<file path="config.mk">
export PLATFORM = sky130hd
export DESIGN_NAME = hsc_top
export DESIGN_NICKNAME = d
export VERILOG_FILES = /design/src/hsc_pkg.sv /design/src/hsc_edge.sv /design/src/hsc_stop_timer.sv /design/src/hsc_top.sv
export VERILOG_INCLUDE_DIRS = /design/src
export SDC_FILE = /design/constraint.sdc
export NUM_CORES = 1
export LEC_CHECK = 0
export BUFFER_PORTS_ARGS = -buffer_cell sky130_fd_sc_hd__buf_2
export CORE_MARGIN = 3
export CORE_UTILIZATION = 61
export DETAILED_ROUTE_END_ITERATION = 8
export PLACE_DENSITY_LB_ADDON = 0.15
export SYNTH_ARGS = -nofsm -noshare
export SYNTH_HDL_FRONTEND = slang
export SYNTH_SLANG_ARGS = --single-unit
</file>
<file path="constraint.sdc">
create_clock -name clk -period 6.25 [get_ports clk]
set_input_delay 0.9375 -clock clk [delete_from_list [all_inputs] [get_ports clk]]
set_output_delay 0.9375 -clock clk [all_outputs]
set_load 0.05 [all_outputs]
</file>
<file path="src/hsc_consts.svh">
// Purpose: Offsets, field positions, reset values and timing counts of the homing sequencer
// Assumes: 32-bit APB data, byte addresses on paddr[7:0]
// Notes:   Definitions only
`ifndef HSC_CONSTS_SVH
`define HSC_CONSTS_SVH

`define HSC_CLK_PERIOD_NS   100
`define HSC_MS_NS           1000000
`define HSC_CYC_PER_MS      (`HSC_MS_NS / `HSC_CLK_PERIOD_NS)

`define HSC_OFF_CTRL        8'h00
`define HSC_OFF_SELECT      8'h04
`define HSC_OFF_SHIFT       8'h08
`define HSC_OFF_COORD       8'h0C
`define HSC_OFF_RANGE       8'h10
`define HSC_OFF_OTDECEL     8'h14
`define HSC_OFF_STOPTIME    8'h18
`define HSC_OFF_STOPTORQ    8'h1C
`define HSC_OFF_THIRDTORQ   8'h20
`define HSC_OFF_STATUS      8'h24
`define HSC_OFF_REFPOS      8'h28

`define HSC_CTRL_START      0
`define HSC_CTRL_STARTDIR   1
`define HSC_SEL_REF_LSB     0
`define HSC_SEL_DECEL_LSB   4
`define HSC_SEL_EDGE        8
`define HSC_SEL_CREEPRET    9
`define HSC_SEL_OTACT       10
`define HSC_SEL_POSTDIR     11

`define HSC_REF_LS          3'h0
`define HSC_REF_Z           3'h1
`define HSC_REF_POT         3'h2
`define HSC_REF_NOT         3'h3
`define HSC_REF_INT         3'h4
`define HSC_REF_STOP        3'h5
`define HSC_DEC_LS          2'h0
`define HSC_DEC_POT         2'h1
`define HSC_DEC_NOT         2'h2
`define HSC_DEC_Z           2'h3

`define HSC_RST_REF         3'h1
`define HSC_RST_DECEL       2'h0
`define HSC_RST_SHIFT       32'h0000_03E8
`define HSC_RST_COORD       32'h0000_0000
`define HSC_RST_RANGE       32'h0000_0000
`define HSC_RST_OTDECEL     20'h0_03E8
`define HSC_RST_STOPTIME    14'h0000
`define HSC_RST_STOPTORQ    7'h00
`define HSC_RST_THIRDTORQ   9'h12C

`endif

</file>
<file path="src/hsc_pkg.sv">
// Purpose: Types of the homing sequencer
// Assumes: Nothing beyond the constants header
// Notes:   The edge finder, stop timer and top each keep their state in one of these structs
package hsc_pkg;

	typedef enum logic [2:0] {
		HSC_IDLE,
		HSC_FAST,
		HSC_RETURN,
		HSC_CREEP,
		HSC_SHIFT
	} hsc_phase_t;

	typedef struct packed {
		logic prev;
		logic rise;
		logic fall;
	} hsc_edge_t;

	typedef struct packed {
		logic [13:0] pre;
		logic [13:0] ms;
		logic        done;
	} hsc_timer_t;

	typedef struct packed {
		hsc_phase_t  phase;
		logic [2:0]  shiftRef;
		logic [1:0]  decelSel;
		logic        edgeSel;
		logic        creepRet;
		logic        otAction;
		logic        postDir;
		logic        startDir;
		logic [31:0] shiftDist;
		logic [31:0] coord;
		logic [31:0] range;
		logic [19:0] otDecel;
		logic [13:0] stopTime;
		logic [6:0]  stopTorq;
		logic [8:0]  thirdTorq;
		logic [31:0] refPos;
		logic [32:0] target;
		logic        fwd;
		logic        creep;
		logic        otSeen;
		logic        otDecelOn;
		logic        otBrake;
		logic        homed;
		logic        cancelled;
		logic        complete;
		logic        loadPulse;
		logic        rdy;
		logic [31:0] prdata;
		logic        slverr;
	} hsc_state_t;

endpackage

</file>
<file path="src/hsc_edge.sv">
// Purpose: Edge finder for a switch or pulse input
// Assumes: Input synchronous to clk
// Notes:   Outputs are registered, one cycle after the level change
`timescale 1ns/1ns
`include "hsc_consts.svh"
module hsc_edge
	import hsc_pkg::*;
(
	input  wire logic clk,
	input  wire logic rst,
	input  wire logic ce,
	input  wire logic din,
	output logic      rise,
	output logic      fall
);
	hsc_edge_t st_reg;
	hsc_edge_t st_next;

	always_comb begin
		st_next = st_reg;
		st_next.prev = din;
		st_next.rise = din & ~st_reg.prev;
		st_next.fall = ~din & st_reg.prev;
	end

	always_ff @(posedge clk) begin
		if (rst) begin
			st_reg <= '0;
		end else if (ce) begin
			st_reg <= st_next;
		end
	end

	assign rise = st_reg.rise;
	assign fall = st_reg.fall;
endmodule

</file>
<file path="src/hsc_stop_timer.sv">
// Purpose: Stopper contact timer in whole milliseconds
// Assumes: run high while the torque sits at the stopper limit
// Notes:   Any drop of run restarts the count
`timescale 1ns/1ns
`include "hsc_consts.svh"
module hsc_stop_timer
	import hsc_pkg::*;
#(
	parameter int CYC_PER_MS = `HSC_CYC_PER_MS
)
(
	input  wire logic        clk,
	input  wire logic        rst,
	input  wire logic        ce,
	input  wire logic        run,
	input  wire logic [13:0] limitMs,
	output logic             done
);
	hsc_timer_t st_reg;
	hsc_timer_t st_next;

	always_comb begin
		st_next = st_reg;
		if (!run) begin
			st_next = '0;
		end else if (st_reg.ms >= limitMs) begin
			st_next.done = 1'b1;
		end else if (st_reg.pre == 14'(CYC_PER_MS - 1)) begin
			st_next.pre = '0;
			st_next.ms = st_reg.ms + 14'h0001;
		end else begin
			st_next.pre = st_reg.pre + 14'h0001;
		end
	end

	always_ff @(posedge clk) begin
		if (rst) begin
			st_reg <= '0;
		end else if (ce) begin
			st_reg <= st_next;
		end
	end

	assign done = st_reg.done;
endmodule

</file>
<file path="src/hsc_top.sv">
// Purpose: Homing sequencer: reference choice, creep trigger, shift travel, coordinate load
// Assumes: Motion stage follows moveEnable/moveForward/creepSpeed; position is signed units
// Notes:   APB slave, pready one cycle after the access phase starts
// Behaviour
// - Reference code: 0 switch, 1 Z-phase, 2 +overtravel, 3 -overtravel, 4 interrupt, 5 stopper.
// - Home lies shift distance from the reference, in post-reference direction.
// - Interrupt and home switch references latch position at their edge; overtravels act on level.
// - Z-phase pulses count only once the encoder reports Z valid after rotation.
// - With Z reference, trigger code selects creep switch: switch, +OT, -OT, Z.
// - Shift starts at the first Z pulse after the creep trigger.
// - Trigger Z means creep from start and shift from first Z pulse.
// - Home switch counts on rising edge for setting 0, trailing edge for 1.
// - Shift distance 0 to 2000000000 units, default 1000.
// - Creep return backs off before reference, then creeps onto it again.
// - Normal finish loads the home coordinate into current position, default 0.
// - Complete flag while position within window of home; window 0 holds it on.
// - Overtravel during homing decelerates with programmed time, default 100.0 ms.
// - Overtravel action 1 stops homing and brakes under third torque limit.
// - Stopper time and torque limit apply only with reference code 5.
// - Stopper contact time 0 to 10000 ms, torque limit 0 to 100 percent.
// - Forward means position increasing, reverse means position decreasing.
// - Overtravel as creep trigger makes motion head away from that switch.
// - Overtravel action 0 reverses motion on first overtravel during homing.
`timescale 1ns/1ns
`include "hsc_consts.svh"
module hsc_top
	import hsc_pkg::*;
#(
	parameter int CYC_PER_MS = `HSC_CYC_PER_MS
)
(
	input  wire logic        clk,
	input  wire logic        rst,
	input  wire logic        ce,
	input  wire logic        psel,
	input  wire logic        penable,
	input  wire logic        pwrite,
	input  wire logic [7:0]  paddr,
	input  wire logic [31:0] pwdata,
	output logic             pready,
	output logic [31:0]      prdata,
	output logic             pslverr,
	input  wire logic        homeLimitSwitch,
	input  wire logic        positiveOvertravel,
	input  wire logic        negativeOvertravel,
	input  wire logic        interruptInput,
	input  wire logic        encoderZ,
	input  wire logic        zPhaseValid,
	input  wire logic        torqueAtLimit,
	input  wire logic [31:0] currentPosition,
	output logic             moveEnable,
	output logic             moveForward,
	output logic             creepSpeed,
	output logic             otDecelActive,
	output logic [19:0]      otDecelTime,
	output logic             thirdTorqueBrake,
	output logic [8:0]       thirdTorqueLimit,
	output logic             stopperLimitOn,
	output logic [6:0]       stopperTorqueLimit,
	output logic             positionLoad,
	output logic [31:0]      positionLoadValue,
	output logic             homingBusy,
	output logic             homingComplete
);
	hsc_state_t st_reg;
	hsc_state_t st_next;

	logic lsRise;
	logic lsFall;
	logic intRise;
	logic zRise;
	logic stopDone;
	logic lsEvent;
	logic zEvent;
	logic refEvent;
	logic refLevel;
	logic decelEvent;
	logic dirAfter;
	logic otAhead;
	logic moving;
	logic reached;
	logic inWindow;
	logic [32:0] posExt;
	logic [32:0] distExt;
	logic [32:0] diff;
	logic [32:0] absDiff;

	////////////////////////////////////////////////////////////////////////////////
	// Input events

	hsc_edge u_ls_edge (
		.clk (clk),
		.rst (rst),
		.ce  (ce),
		.din (homeLimitSwitch),
		.rise(lsRise),
		.fall(lsFall)
	);

	hsc_edge u_int_edge (
		.clk (clk),
		.rst (rst),
		.ce  (ce),
		.din (interruptInput),
		.rise(intRise),
		.fall()
	);

	hsc_edge u_z_edge (
		.clk (clk),
		.rst (rst),
		.ce  (ce),
		.din (encoderZ),
		.rise(zRise),
		.fall()
	);

	assign moving = (st_reg.phase != HSC_IDLE);

	// Timer only armed in stopper mode, so its settings are inert otherwise
	hsc_stop_timer #(
		.CYC_PER_MS(CYC_PER_MS)
	) u_stop_timer (
		.clk    (clk),
		.rst    (rst),
		.ce     (ce),
		.run    (moving && st_reg.shiftRef == `HSC_REF_STOP && torqueAtLimit),
		.limitMs(st_reg.stopTime),
		.done   (stopDone)
	);

	assign lsEvent = st_reg.edgeSel ? lsFall : lsRise;
	assign zEvent = zRise & zPhaseValid;

	always_comb begin
		refEvent = 1'b0;
		refLevel = 1'b0;
		case (st_reg.shiftRef)
			`HSC_REF_LS: begin
				refEvent = lsEvent;
				refLevel = homeLimitSwitch;
			end
			`HSC_REF_Z: begin
				refEvent = zEvent;
			end
			`HSC_REF_POT: begin
				refEvent = positiveOvertravel;
				refLevel = positiveOvertravel;
			end
			`HSC_REF_NOT: begin
				refEvent = negativeOvertravel;
				refLevel = negativeOvertravel;
			end
			`HSC_REF_INT: begin
				refEvent = intRise;
				refLevel = interruptInput;
			end
			`HSC_REF_STOP: begin
				refEvent = stopDone;
			end
			default: begin
				refEvent = 1'b0;
			end
		endcase
	end

	always_comb begin
		case (st_reg.decelSel)
			`HSC_DEC_LS: begin
				decelEvent = lsEvent;
				dirAfter = ~st_reg.postDir;
			end
			`HSC_DEC_POT: begin
				decelEvent = positiveOvertravel;
				dirAfter = 1'b0;
			end
			`HSC_DEC_NOT: begin
				decelEvent = negativeOvertravel;
				dirAfter = 1'b1;
			end
			default: begin
				decelEvent = zEvent;
				dirAfter = ~st_reg.startDir;
			end
		endcase
		if (st_reg.shiftRef != `HSC_REF_Z) begin
			decelEvent = 1'b0;
			dirAfter = ~st_reg.postDir;
		end
	end

	// Overtravel in the travel direction, ignored while either overtravel is the reference or, in fast travel, the trigger
	always_comb begin
		otAhead = st_reg.fwd ? positiveOvertravel : negativeOvertravel;
		if (st_reg.shiftRef == `HSC_REF_POT || st_reg.shiftRef == `HSC_REF_NOT) begin
			otAhead = 1'b0;
		end
		if (st_reg.shiftRef == `HSC_REF_Z
			&& (st_reg.decelSel == `HSC_DEC_POT || st_reg.decelSel == `HSC_DEC_NOT)
			&& st_reg.phase == HSC_FAST) begin
			otAhead = 1'b0;
		end
	end

	////////////////////////////////////////////////////////////////////////////////
	// Shift target and home window

	// 33 bits so the signed sum never wraps at the range ends
	assign posExt = {currentPosition[31], currentPosition};
	assign distExt = {1'b0, st_reg.shiftDist};
	assign reached = st_reg.fwd ? ($signed(posExt) >= $signed(st_reg.target))
		: ($signed(posExt) <= $signed(st_reg.target));
	assign diff = posExt - {st_reg.coord[31], st_reg.coord};
	assign absDiff = diff[32] ? (33'h0_0000_0000 - diff) : diff;
	assign inWindow = (st_reg.range == 32'h0000_0000) || (absDiff <= {1'b0, st_reg.range});

	////////////////////////////////////////////////////////////////////////////////
	// Sequencer and registers

	always_comb begin
		st_next = st_reg;
		st_next.loadPulse = 1'b0;
		st_next.rdy = 1'b0;
		st_next.slverr = 1'b0;

		// APB read, answered one cycle into the access phase
		if (psel && penable && !st_reg.rdy) begin
			st_next.rdy = 1'b1;
			case (paddr)
				`HSC_OFF_CTRL: st_next.prdata = {30'h0, st_reg.startDir, 1'b0};
				`HSC_OFF_SELECT: st_next.prdata = {20'h0, st_reg.postDir, st_reg.otAction,
					st_reg.creepRet, st_reg.edgeSel, 2'h0, st_reg.decelSel, 1'b0, st_reg.shiftRef};
				`HSC_OFF_SHIFT: st_next.prdata = st_reg.shiftDist;
				`HSC_OFF_COORD: st_next.prdata = st_reg.coord;
				`HSC_OFF_RANGE: st_next.prdata = st_reg.range;
				`HSC_OFF_OTDECEL: st_next.prdata = {12'h000, st_reg.otDecel};
				`HSC_OFF_STOPTIME: st_next.prdata = {18'h0_0000, st_reg.stopTime};
				`HSC_OFF_STOPTORQ: st_next.prdata = {25'h000_0000, st_reg.stopTorq};
				`HSC_OFF_THIRDTORQ: st_next.prdata = {23'h00_0000, st_reg.thirdTorq};
				`HSC_OFF_STATUS: st_next.prdata = {25'h000_0000, st_reg.phase, st_reg.homed,
					st_reg.cancelled, moving, st_reg.complete};
				`HSC_OFF_REFPOS: st_next.prdata = st_reg.refPos;
				default: begin
					st_next.prdata = 32'h0000_0000;
					st_next.slverr = !pwrite;
				end
			endcase
		end

		// Motion sequence
		case (st_reg.phase)
			HSC_IDLE: begin
				st_next.creep = 1'b0;
				st_next.otDecelOn = 1'b0;
			end
			HSC_FAST: begin
				if (st_reg.shiftRef == `HSC_REF_Z) begin
					if (decelEvent) begin
						st_next.phase = HSC_CREEP;
						st_next.creep = 1'b1;
						st_next.fwd = dirAfter;
						st_next.otDecelOn = 1'b0;
					end
				end else if (refEvent) begin
					st_next.refPos = currentPosition;
					st_next.otDecelOn = 1'b0;
					if (st_reg.creepRet && refLevel) begin
						st_next.phase = HSC_RETURN;
						st_next.creep = 1'b1;
						st_next.fwd = ~dirAfter;
					end else begin
						st_next.phase = HSC_SHIFT;
						st_next.creep = 1'b1;
						st_next.fwd = dirAfter;
					end
				end
			end
			HSC_RETURN: begin
				if (!refLevel) begin
					st_next.phase = HSC_CREEP;
					st_next.fwd = dirAfter;
				end
			end
			HSC_CREEP: begin
				if (refEvent) begin
					st_next.refPos = currentPosition;
					st_next.phase = HSC_SHIFT;
					st_next.fwd = dirAfter;
				end
			end
			HSC_SHIFT: begin
				if (reached) begin
					st_next.phase = HSC_IDLE;
					st_next.loadPulse = 1'b1;
					st_next.homed = 1'b1;
				end
			end
			default: begin
				st_next.phase = HSC_IDLE;
			end
		endcase

		// Target follows the latched reference and the direction taken from it
		if (st_next.phase == HSC_SHIFT) begin
			st_next.target = st_next.fwd
				? ({st_next.refPos[31], st_next.refPos} + distExt)
				: ({st_next.refPos[31], st_next.refPos} - distExt);
		end

		// Overtravel during search phases
		if ((st_reg.phase == HSC_FAST || st_reg.phase == HSC_CREEP) && otAhead) begin
			if (st_reg.otAction || st_reg.otSeen) begin
				st_next.phase = HSC_IDLE;
				st_next.otBrake = 1'b1;
				st_next.cancelled = 1'b1;
				st_next.homed = 1'b0;
			end else begin
				st_next.fwd = ~st_reg.fwd;
				st_next.otSeen = 1'b1;
				st_next.otDecelOn = 1'b1;
			end
		end

		// APB write on the completing edge
		if (psel && penable && pwrite && st_reg.rdy) begin
			case (paddr)
				`HSC_OFF_CTRL: begin
					st_next.startDir = pwdata[`HSC_CTRL_STARTDIR];
					if (pwdata[`HSC_CTRL_START] && !moving) begin
						st_next.homed = 1'b0;
						st_next.cancelled = 1'b0;
						st_next.otBrake = 1'b0;
						st_next.otSeen = 1'b0;
						st_next.otDecelOn = 1'b0;
						st_next.fwd = ~pwdata[`HSC_CTRL_STARTDIR];
						if (st_reg.shiftRef == `HSC_REF_Z && st_reg.decelSel == `HSC_DEC_Z) begin
							st_next.phase = HSC_CREEP;
							st_next.creep = 1'b1;
						end else begin
							st_next.phase = HSC_FAST;
							st_next.creep = 1'b0;
						end
					end
				end
				`HSC_OFF_SELECT: begin
					st_next.shiftRef = pwdata[`HSC_SEL_REF_LSB +: 3];
					st_next.decelSel = pwdata[`HSC_SEL_DECEL_LSB +: 2];
					st_next.edgeSel = pwdata[`HSC_SEL_EDGE];
					st_next.creepRet = pwdata[`HSC_SEL_CREEPRET];
					st_next.otAction = pwdata[`HSC_SEL_OTACT];
					st_next.postDir = pwdata[`HSC_SEL_POSTDIR];
				end
				`HSC_OFF_SHIFT: st_next.shiftDist = pwdata;
				`HSC_OFF_COORD: st_next.coord = pwdata;
				`HSC_OFF_RANGE: st_next.range = pwdata;
				`HSC_OFF_OTDECEL: st_next.otDecel = pwdata[19:0];
				`HSC_OFF_STOPTIME: st_next.stopTime = pwdata[13:0];
				`HSC_OFF_STOPTORQ: st_next.stopTorq = pwdata[6:0];
				`HSC_OFF_THIRDTORQ: st_next.thirdTorq = pwdata[8:0];
				default: begin
					st_next.slverr = 1'b0;
				end
			endcase
		end

		st_next.complete = st_next.homed && inWindow;
	end

	always_ff @(posedge clk) begin
		if (rst) begin
			st_reg <= '0;
			st_reg.phase <= HSC_IDLE;
			st_reg.shiftRef <= `HSC_RST_REF;
			st_reg.decelSel <= `HSC_RST_DECEL;
			st_reg.shiftDist <= `HSC_RST_SHIFT;
			st_reg.coord <= `HSC_RST_COORD;
			st_reg.range <= `HSC_RST_RANGE;
			st_reg.otDecel <= `HSC_RST_OTDECEL;
			st_reg.stopTime <= `HSC_RST_STOPTIME;
			st_reg.stopTorq <= `HSC_RST_STOPTORQ;
			st_reg.thirdTorq <= `HSC_RST_THIRDTORQ;
		end else if (ce) begin
			st_reg <= st_next;
		end
	end

	////////////////////////////////////////////////////////////////////////////////
	// Outputs

	assign pready = st_reg.rdy;
	assign prdata = st_reg.prdata;
	assign pslverr = st_reg.slverr;
	assign moveEnable = moving;
	assign moveForward = st_reg.fwd;
	assign creepSpeed = st_reg.creep;
	assign otDecelActive = st_reg.otDecelOn;
	assign otDecelTime = st_reg.otDecel;
	assign thirdTorqueBrake = st_reg.otBrake;
	assign thirdTorqueLimit = st_reg.thirdTorq;
	assign stopperLimitOn = moving && st_reg.shiftRef == `HSC_REF_STOP;
	assign stopperTorqueLimit = st_reg.stopTorq;
	assign positionLoad = st_reg.loadPulse;
	assign positionLoadValue = st_reg.coord;
	assign homingBusy = moving;
	assign homingComplete = st_reg.complete;
endmodule

</file>
==> results by stage <==
Synthesis:
- After synthesis the netlist holds a flip-flop and latch count of 303.
- The proportion of synthesized chip area in sequential cells is 29.56%.
- A synthesized cell averages 7.646 µm².
- The share of async-settable or async-resettable flops after synthesis is 0%.
- Among all flip-flop cells after synthesis, the most frequent one is dfxtp_1.
- The portion of synthesized cell area occupied by the leading cell type is 29.56%.
- In this run, synthesis inferred 0 flip-flops with an integrated enable.
- After Yosys synthesis, XOR and XNOR cells account for 5.420% of the synthesized area.
- The synthesized netlist devotes 21.54% of its cell area to compound gates.
- After technology mapping, the gate count stands at 2,684.
- Counting every net in the synthesized netlist gives 2,923.
- The simple-gate portion of the synthesized area is 20.25%.
- Ranked by total cell area, the synthesized netlist is headed by dfxtp_1 30%, ha_1 9.3%, nand2_1 8.0%, a21oi_1 7.2%, xnor2_1 4.1%.
- The post-synthesis mux area share is 4.524%.
- The synthesized-area fraction occupied by adder cells is 9.463%.
- The dominant combinational cell family by area after synthesis is compound AO/OA/AOI/OAI gates.
- Summed over all instances, the cell type with the most area after synthesis is dfxtp_1.
- The number of library cell types mapped by synthesis is 89.
- For this run, the number of Yosys warnings is 0.
- The mapped cell area is 20,520 µm².

Floorplanning:
- The effective utilization at floorplan is 62.44%.
- From bottom edge to top edge, the die measures 189.4 µm.
- The area inside the core boundary is 32,870 µm².
- The number of core rows is 66.
- The number of top-level design ports is 196.
- The area of the die is 35,880 µm².
- The overall die width is 189.4 µm.

Placement:
- The post-placement worst setup slack is 0.3537 ns.
- The area of placed instances is 21,120 µm².
- Once placement completed, the tool counted placed cells totaling 3,128.
- The routability congestion estimate is 1.050.
- The count of buffers inserted at the top-level ports is 195.
- Detailed placement ended at an HPWL of 55,890 µm.

Clock network:
- In this run, CTS created clock tree buffers numbering 35.
- TritonCTS built the clock tree.
- The tree built by TritonCTS fans out to 303 sinks.
- After clock tree synthesis, the clock-pin slew on the worst setup and hold paths is 0.06 ns.
- The H-tree was split into 2 levels.
- In this run the post-CTS setup repair buffer count came out at 0.
- The clock tree root driver cell is clkbuf_16.
- The insertion delay to the later sink of the worst-skew pair is 0.54 ns.
- Buffers inserted to repair hold after CTS numbered 0.
- The number of cells upsized or downsized after cts is 0.
- The worst-case clock buffer depth is 3.

Cells and area:
- In the layout the commonest cells are 437 x nand2_1, 303 x dfxtp_1, 296 x a21oi_1.
- The register with the most flip-flops in the layout has 127 of them.
- After the last flow step, the layout net total stands at 2,962.
- The ratio of cells with drive above 1 in the final layout is 13.25%.
- The final instance count without filler cells is 3,190.
- The filler cells instantiated in the layout total 2,927.
- Relative to the synthesized area, the layout overhead comes to 8.798%.
- The most common cell after layout, fill and taps aside is nand2_1.
- The total non-filler cell area in the finished layout is 22,330 µm².
- The end-of-flow core utilization is 67.93%.

Worst setup path:
- The maximum cell stage delay along the critical path is 0.71 ns.
- The critical-path cell with the highest stage delay is dfxtp_1.
- The category of the worst setup path launch point is a flop.
- The end of the worst register-to-register path is st_reg[74].
- The critical path goes through or3b_2 -> a21oi_1 -> a2bb2oi_1 -> xor2_1 -> nand3_1 -> and3_1 -> buf_4 -> o31ai_1 -> xnor2_1 -> ha_1 -> a21o_1 -> a221o_1 -> a41oi_1 -> nor2_1 -> nor2_1 -> buf_4 -> o311ai_0 -> a31oi_1 -> o21ai_0 -> and3_1 -> a2111o_1.
- The required time of the critical path is 6.66 ns.
- The critical path contains buffers and inverters numbering 2 combined.
- The type of element capturing the critical path is a flop.
- The startpoint-to-endpoint class of the critical path is reg -> reg.
- Of all nets on the critical path, the largest fanout is 20.
- The startpoint identified for the worst register-to-register timing path is st_reg[261].
- The critical path data arrival time is 6.22 ns.
- For flop-to-flop paths, the worst setup slack is 0.45 ns.
- The path depth of the worst reg2reg path is 21.
- On the critical path the largest part of the delay comes from compound AO/OA/AOI/OAI gates.

Min path:
- Counting instances, the worst hold path has a depth of 2.
- The launch point of the worst hold path is u_int_edge.rise.
- The destination of the worst hold path is u_int_edge.rise.
- The tightest min-delay check is of the reg -> reg type.

Timing:
- The smallest clock period supported by the final layout is computed as 5.802 ns.
- Of the available clock period, the critical path in the final layout requires 92.84%.
- The setup slack after layout is 0.4475 ns.
- The setup TNS after final layout is 0 ns.
- Setup repair after global routing left no endpoint under its margin.
- The final hold violation count is 0.
- Hold timing on the final database bottoms out at a slack of 0.4622 ns.
- In this run the tightest slew margin relative to its limit is 26.60%.
- The number of slew-limit violations in the final report is 0.
- The transition at the pin with the smallest max-transition slack is 1.093 ns.
- Derived from the worst setup path, the maximum achievable clock frequency is 172.3 MHz.
- Setup violations remaining at the end of the flow were counted as 0.
- The maximum clock skew at final layout is 0.01952 ns.

GRT:
- The overall global routing resource usage is 40.31%.
- The wire length of the first global-routing pass is 112,400 µm.
- Entering global routing, the biggest net connects 92 pins.
- The number of antenna violations at the first check in global routing is 0.
- The overall overflow remaining after global route is 0.
- The number of global-route vias before repair is 19,457.

Power:
- The analysis attributes to cell leakage a power of 8.872 nW.
- Of the total power, the clock network draws 44.3%.
- The cell-internal power is 3.545 mW.
- Sequential cells burn 39.7% of the power.
- Combinational cells account for 16.0% of the total power.
- Dividing total power by cell area gives a power density of 221.1 nW/µm².
- For this design the total switching power over the nets is 1.391 mW.
- The total power consumption of the routed design is 4.936 mW.
- Of the total power, the share spent switching nets is 28.17%.
- The worst vdd rail ir drop is 0.0002329 V.

Job:
- Max-cap violations in this run came to 0.

Route:
- In the routed layout, each cell is associated on average with a via count of 6.508.
- The total DRC errors in the routed layout is 0.
- Wires add up to 75,390 µm.
- For this block, the initial DRC count from the detailed router was 2,428.
- The average wire per cell in the routed design is 23.63 µm.
- For this block, the via count after detailed routing is 20,762.
- The first detailed-routing pass took 7 iterations.
- The number of nets with antenna violations after detailed routing is 0.

Status:
- The run finished with clean final reports.
-- cell usage after synthesis (8+ instances only) --
cell      instances
a21o_1           39
o21ai_0         108
and3_1           15
a21oi_1         296
mux2i_1          59
a221oi_1         25
and4_1            8
xnor2_1          96
nor2b_1          20
buf_4           105
a211oi_1         25
dfxtp_1         303
nand4_1          31
clkbuf_1        112
o211ai_1          8
mux2_2           30
buf_1             8
a222oi_1         27
o21a_1           13
nand2b_1         12
a31oi_1          23
ha_1            152
nor4_1           21
nand2_1         437
nand3_1          65
nor3_1           44
inv_1           154
xor2_1           31
or3_1            12
nor2_1          209
a22oi_1          14
o31ai_1          21
o21bai_1          8
or2_2             8
a22o_1           13
-- how the worst max path moves through the flow --
| stage | startpoint | endpoint | slack, ns | depth (start not counted) |
|---|---|---|---|---|
| after detailed placement | zPhaseValid | st_reg[74] | 0.35 | 22 |
| after CTS | st_reg[261] | st_reg[74] | 0.61 | 21 |
| after global placement | currentPosition[0] | homingComplete | 0.42 | 23 |
| after floorplan | currentPosition[0] | homingComplete | 0.93 | 22 |
| after global routing | st_reg[261] | st_reg[74] | 0.24 | 20 |
| final | st_reg[261] | st_reg[74] | 0.45 | 21 |
-- metal layers --
layer	share of wire, %	track usage [%]
met4	8.4	28.58
met5	0	0
met2	44	64.81
met3	9.9	7.443
met1	37	48.59
-- worst reg2reg max path, delay by kind of cell, from the launching register on --
kind | cells | cell delay [ns]
AO/OA/AOI/OAI | 10 | 2.65
AND/OR/NAND/NOR | 6 | 1.28
XOR/XNOR | 2 | 0.26
buffers and inverters | 2 | 0.42
adder cells (fa/ha/maj) | 1 | 0.35
flip-flops | 1 | 0.71
-- cell families after synthesis --
group,count (synthesis)
xor gates and xnor gates,127
adders and majority gates,154
and+or+nand+nor,926
AOI/OAI and AO/OA,695
DFF,303
buffers and inverters,390
muxes,89
-- area by class of cell --
class                   count  area [µm²]  area share [%]
clock inverters            10       168.9          0.7566
well taps                 442       553.0           2.477
repair buffers            237        1297           5.811
clock buffers              51        1037           4.646
inverters                 155       581.8           2.606
flip-flops and latches    303        6066           27.17
diodes                      1       2.502         0.01121
multi-input cells        1991       12620           56.52
-- power groups by stage --
stage | clock [mW] | combinational (mW) | sequential, mW
after floorplan | 0 | 0.542 | 2.00
after global placement | 0 | 0.750 | 2.00
after detailed placement | 0 | 0.765 | 2.00
after CTS | 2.20 | 0.771 | 1.96
after global routing | 2.26 | 0.852 | 1.96
final | 2.19 | 0.789 | 1.96
Power figures use the tool's default switching activity.
